<file path="src/pkg/pin_out_select_pkg.sv">
// Package: register map, field layout and types for the pin output select
package pin_out_select_pkg;

  localparam int unsigned NUM_REGS       = 7;
  localparam int unsigned FIRST_PIN      = 2;
  localparam int unsigned NUM_PINS       = 14;
  localparam int unsigned SEL_W          = 6;
  localparam int unsigned NUM_FUNCS      = 64;

  // Byte offsets of the seven selection registers
  localparam logic [11:0] OFS_PINS_2_3   = 12'h000;
  localparam logic [11:0] OFS_PINS_4_5   = 12'h004;
  localparam logic [11:0] OFS_PINS_6_7   = 12'h008;
  localparam logic [11:0] OFS_PINS_8_9   = 12'h00C;
  localparam logic [11:0] OFS_PINS_10_11 = 12'h010;
  localparam logic [11:0] OFS_PINS_12_13 = 12'h014;
  localparam logic [11:0] OFS_PINS_14_15 = 12'h018;
  localparam logic [11:0] OFS_LAST       = OFS_PINS_14_15;

  // Field positions inside a selection register
  localparam int unsigned EVEN_LSB       = 0;
  localparam int unsigned ODD_LSB        = 8;

  localparam logic [5:0]  SEL_RESET      = 6'h00;
  localparam logic [5:0]  SEL_NONE       = 6'h00;

  // Register index whose odd field is absent on the reduced variant
  localparam int unsigned IDX_PIN5       = 1;
  localparam int unsigned IDX_PIN15      = 6;

  typedef struct packed {
    logic [5:0] odd_sel;
    logic [5:0] even_sel;
  } sel_pair_s;

endpackage : pin_out_select_pkg

</file>
<file path="src/verilog/remappable_pin_output_select.sv">
// Remappable pin output select: APB registers and per-pin function mux
//
// Implementation choices: the APB slave port and the register addresses.
`timescale 1ns/1ps
module remappable_pin_output_select #(
  parameter bit REDUCED_PINS = 1'b0           // Reduced pin-count variant
) (
  input  wire logic        clk_i,             // System clock
  input  wire logic        rstn_i,            // Async reset, active low
  input  wire logic        psel_i,            // APB select
  input  wire logic        penable_i,         // APB enable
  input  wire logic        pwrite_i,          // APB write
  input  wire logic [11:0] paddr_i,           // APB byte address
  input  wire logic [31:0] pwdata_i,          // APB write data
  input  wire logic [3:0]  pstrb_i,           // APB byte strobes
  output logic             pready_o,          // APB ready
  output logic [31:0]      prdata_o,          // APB read data
  output logic             pslverr_o,         // APB error
  input  wire logic [63:0] func_i,            // Peripheral output functions
  output logic [13:0]      pin_o,             // Pin value, pins 2..15
  output logic [13:0]      pin_periph_o       // Pin taken by a peripheral
);

  localparam int unsigned NR = pin_out_select_pkg::NUM_REGS;
  localparam int unsigned NP = pin_out_select_pkg::NUM_PINS;

  pin_out_select_pkg::sel_pair_s sel_ff [NR];

  logic [2:0]  reg_idx;
  logic        addr_hit;
  logic        wr_en;
  logic        rd_en;
  logic [31:0] nxt_rdata;

  // Word index and decode of the register window
  assign reg_idx  = paddr_i[4:2];
  assign addr_hit = (paddr_i[1:0] == 2'b00) &&
                    (paddr_i <= pin_out_select_pkg::OFS_LAST);
  assign wr_en    = psel_i && penable_i && pwrite_i && addr_hit && !pready_o;
  assign rd_en    = psel_i && penable_i && !pwrite_i && addr_hit && !pready_o;

  // Selector storage, one register per pin pair
  genvar k;
  generate
    for (k = 0; k < NR; k++) begin : g_reg
      localparam bit ODD_ABSENT = REDUCED_PINS &&
        ((k == pin_out_select_pkg::IDX_PIN5) ||
         (k == pin_out_select_pkg::IDX_PIN15));
      always_ff @(posedge clk_i or negedge rstn_i) begin
        if (!rstn_i) begin
          sel_ff[k] <= '{odd_sel: pin_out_select_pkg::SEL_RESET,
                         even_sel: pin_out_select_pkg::SEL_RESET};
        end else if (wr_en && (reg_idx == 3'(k))) begin
          if (pstrb_i[0]) begin
            sel_ff[k].even_sel <= pwdata_i[5:0];
          end
          if (pstrb_i[1] && !ODD_ABSENT) begin
            sel_ff[k].odd_sel <= pwdata_i[13:8];
          end
        end
      end
    end
  endgenerate

  // Read mux; gap bits return zero
  always_comb begin
    nxt_rdata = 32'h0000_0000;
    if (rd_en) begin
      nxt_rdata[13:8] = sel_ff[reg_idx].odd_sel;
      nxt_rdata[5:0]  = sel_ff[reg_idx].even_sel;
    end
  end

  // APB answer in the second access cycle
  always_ff @(posedge clk_i or negedge rstn_i) begin
    if (!rstn_i) begin
      pready_o  <= 1'b0;
      prdata_o  <= 32'h0000_0000;
      pslverr_o <= 1'b0;
    end else begin
      pready_o  <= psel_i && penable_i && !pready_o;
      prdata_o  <= nxt_rdata;
      pslverr_o <= psel_i && penable_i && !pready_o && !addr_hit;
    end
  end

  // Pin multiplexer, one per remappable pin
  genvar p;
  generate
    for (p = 0; p < NP; p++) begin : g_pin
      logic [5:0] sel;
      assign sel = ((p % 2) != 0) ? sel_ff[p/2].odd_sel
                                  : sel_ff[p/2].even_sel;
      always_ff @(posedge clk_i or negedge rstn_i) begin
        if (!rstn_i) begin
          pin_o[p]        <= 1'b0;
          pin_periph_o[p] <= 1'b0;
        end else begin
          pin_periph_o[p] <= (sel != pin_out_select_pkg::SEL_NONE);
          pin_o[p]        <= (sel != pin_out_select_pkg::SEL_NONE) &&
                             func_i[sel];
        end
      end
    end
  endgenerate
endmodule // remappable_pin_output_select

</file>
<file path="config.mk">
export PLATFORM = sky130hd
export DESIGN_NAME = remappable_pin_output_select
export DESIGN_NICKNAME = d
export VERILOG_FILES = /design/src/pkg/pin_out_select_pkg.sv /design/src/verilog/remappable_pin_output_select.sv
export SDC_FILE = /design/constraint.sdc
export NUM_CORES = 1
export LEC_CHECK = 0
export BUFFER_PORTS_ARGS = -buffer_cell sky130_fd_sc_hd__buf_2
export CAP_MARGIN = 25
export CORE_AREA = 10 10 182 184
export DETAILED_ROUTE_END_ITERATION = 6
export DIE_AREA = 0 0 192 194
export PLACE_DENSITY_LB_ADDON = 0.12
export SYNTH_ARGS = -nofsm -noshare
export SYNTH_HDL_FRONTEND = slang
export SYNTH_SLANG_ARGS = --single-unit
export TNS_END_PERCENT = 10
</file>
<file path="constraint.sdc">
create_clock -name clk_i -period 2.9 [get_ports clk_i]
set_clock_uncertainty 0.2 [all_clocks]
set_input_delay 0.145 -clock clk_i [delete_from_list [all_inputs] [get_ports clk_i]]
set_output_delay 0.145 -clock clk_i [all_outputs]
set_load 0.02 [all_outputs]
</file>
==> flow_summary.json <==
{
  "cp_max_fo": 7,
  "die_w_um": 192,
  "synthArstFlopShare": 1.00,
  "rows": 63,
  "num_io_pins": 179,
  "cp_cell_sequence": "nand3b_1, dlygate4sd3_1, inv_1, nand3_1, buf_4, a211oi_1",
  "syn_avg_cell_area_sq_um": 13.3,
  "dr_total_vias": 10500,
  "p_leak_nw": 5.80,
  "numCtsBuffers": 17,
  "cts_resized": 0,
  "final_cell_area_sq_um": 14800,
  "switching_power_mw": 1.41,
  "final_nets": 1149,
  "layoutNonFillerInstCount": 1440,
  "powerDensity_nw_per_um2": 347,
  "outcome": "finished, final reports clean",
  "htreeDepth": 4,
  "synth_top_area_share": 0.437,
  "syn_to_final_growth_pct": 12.3,
  "max_freq_ghz": 0.396,
  "fin_crit_sh": 0.871,
  "synthCells": 986,
  "ys_ff_latch": 126,
  "final_common_cell": "mux4_2",
  "critPathArrivalTime_ps": 2640,
  "place_ws_ps": 398,
  "holdWs_ps": 48.1,
  "postPlaceCellArea_sq_um": 13900,
  "fillers": 2581,
  "ys.flop_type": "dfrtp_1",
  "grt_usage": 0.267,
  "fp.dieH_um": 194,
  "cts_setup_buffers": 0,
  "core_sq_um": 29400,
  "clkTransAtPathRegs_ps": 60,
  "antenna_left": 0,
  "power_mw": 5.12,
  "finish.utilization": 0.502,
  "power_frac_seq": 0.344,
  "peakVddDrop_v": 0.000362,
  "yosysWarnings": 0,
  "power_frac_comb": 0.173,
  "drive_above_1_share": 0.553,
  "place_inst": 1387,
  "grt_max_degree": 64,
  "yosysTopAreaCell": "mux4_2",
  "grt_pass1_wl_mm": 73.0,
  "finalSetupViolCount": 0,
  "netlist_area_sq_um": 13200,
  "required_ps": 3010,
  "drcViolationCount": 0,
  "final_cell_mix": "mux4_2 (255), buf_2 (135), dfrtp_1 (126)",
  "clkPwrFrac": 0.483,
  "globalRouteOverflowTotal": 0,
  "p_int_mw": 3.71,
  "route.detailed.wl_per_inst_um": 35.0,
  "hold_class": "primary input to async pin",
  "p_sw_frac": 0.275,
  "ys_types": 53,
  "cts-root-buf": "clkbuf_16",
  "clk_latency_ps": 430,
  "drt_first_iter_violations": 1447,
  "crit_path_max_incr_delay_ps": 620,
  "crit_path_start_kind": "flip-flop",
  "maxCapViolations": 0,
  "synth.area.top_cells": "mux4_2 (44%), dfrtp_1 (24%), mux2_2 (8.6%), mux2i_1 (3.7%), clkbuf_1 (3.6%)",
  "grt_pass1_vias": 10600,
  "gp_congestion": 0.921,
  "finalSetupTns_ps": 0,
  "vias_per_cell": 7.30,
  "synth_edf_count": 0,
  "antenna_found_initial": 4,
  "cts_tree": "built",
  "worst-setup-path-type": "flip-flop to flip-flop",
  "firstDrtPassIters": 6,
  "cp_slowest_cell": "dlygate4sd3_1",
  "cts_sinks": 126,
  "placement.io_buffers": 136,
  "cp_top_family": "buffers and inverters",
  "setup_ws_ps": 373,
  "dieArea_sq_um": 37200,
  "rsz0062_at_grt": "false",
  "clockBufferDepth": 2,
  "worst-path-buf-inv": 3,
  "routed_wirelength_mm": 50.4,
  "end_kind": "flip-flop",
  "hold_viol": 0,
  "max-slew-margin-rel": 0.404,
  "start_util": 0.447,
  "hpwlAfterDp_mm": 33.5,
  "tightest_slew_ps": 894,
  "layout_min_cycle_time_ps": 2530,
  "drv_slew": 0,
  "seq_area_frac_synth": 0.240
}
-- worst paths after layout --
| path | cells past startpoint | start | slack [ps] | to |
|---|---|---|---|---|
| min in group clk_i | 3 | pstrb_i[1] | 70 | g_pin[5].sel[3] |
| hold / removal | 2 | rstn_i | 50 | pin_periph_o[0] |
| setup reg to reg | 6 | pready_o | 370 | prdata_o[11] |
| setup / recovery | 6 | pready_o | 370 | prdata_o[11] |
| hold reg to reg | 1 | g_pin[8].sel[5] | 350 | pin_o[8] |
| max in group asynchronous | 3 | rstn_i | 1740 | g_pin[5].sel[5] |
-- flip-flops by register name (all words and copies together) (netlist names) --
name and cells:
pin_o 14, pslverr_o 1, prdata_o 12, pready_o 1, g_pin.sel 84, pin_periph_o 14
-- per-layer routing --
layer | up-vias | track usage | routed length, um
li1 | 4084 | - | -
met1 | 5414 | 0.366 | 19300
met2 | 863 | 0.386 | 22200
met3 | 143 | 0.0935 | 6980
met4 | 2 | 0.0898 | 1880
met5 | - | 0 | 13
-- power groups by stage --
stage / clock network, mW / logic, mW / registers (mW)
after floorplan: 0 / 0.490 / 1.80
after detailed placement: 0 / 0.834 / 1.80
after global routing: 2.58 / 0.906 / 1.76
final: 2.47 / 0.884 / 1.76
after CTS: 2.50 / 0.853 / 1.76
after global placement: 0 / 0.822 / 1.80
-- cell usage after synthesis, types with 9 or more instances --
library cell,count
nor2_1,50
nor4_1,11
mux2_2,101
mux4_2,255
nand2_1,37
clkbuf_1,127
a21oi_1,9
nand3_1,9
buf_2,29
mux2i_1,49
a22oi_1,14
buf_4,23
dfrtp_1,126
o21ai_0,12
nor2b_1,13
nand3b_1,14
a31oi_1,10
-- kinds of logic (layout without fill, tap and decap cells) --
| kind of cell | after synthesis | after routing | share of synthesized area |
|---|---|---|---|
| muxes | 411 | 411 | 0.567 |
| buffers and inverters | 191 | 231 | 0.0662 |
| and+or+nand+nor | 169 | 169 | 0.0792 |
| DFF | 126 | 126 | 0.240 |
| AOI/OAI and AO/OA | 88 | 88 | 0.0479 |
| other | 1 | 25 | 0.000285 |
-- repair_timing --
action,in CTS,in global routing
endpoints found under the setup margin,0,0
hold endpoints to repair,195,0
hold buffers,16,0
-- area by class of cell --
class / count / area [sq um] / share of cell area
multi-input cells: 688 / 9200 / 0.623
clock buffers: 20 / 467 / 0.0316
inverters: 6 / 22.5 / 0.00153
well taps: 390 / 488 / 0.0330
flip-flops and latches: 126 / 3150 / 0.214
clock inverters: 12 / 206 / 0.0140
repair buffers: 193 / 1220 / 0.0824
diodes: 5 / 12.5 / 0.000847
Power figures use the tool's default switching activity.
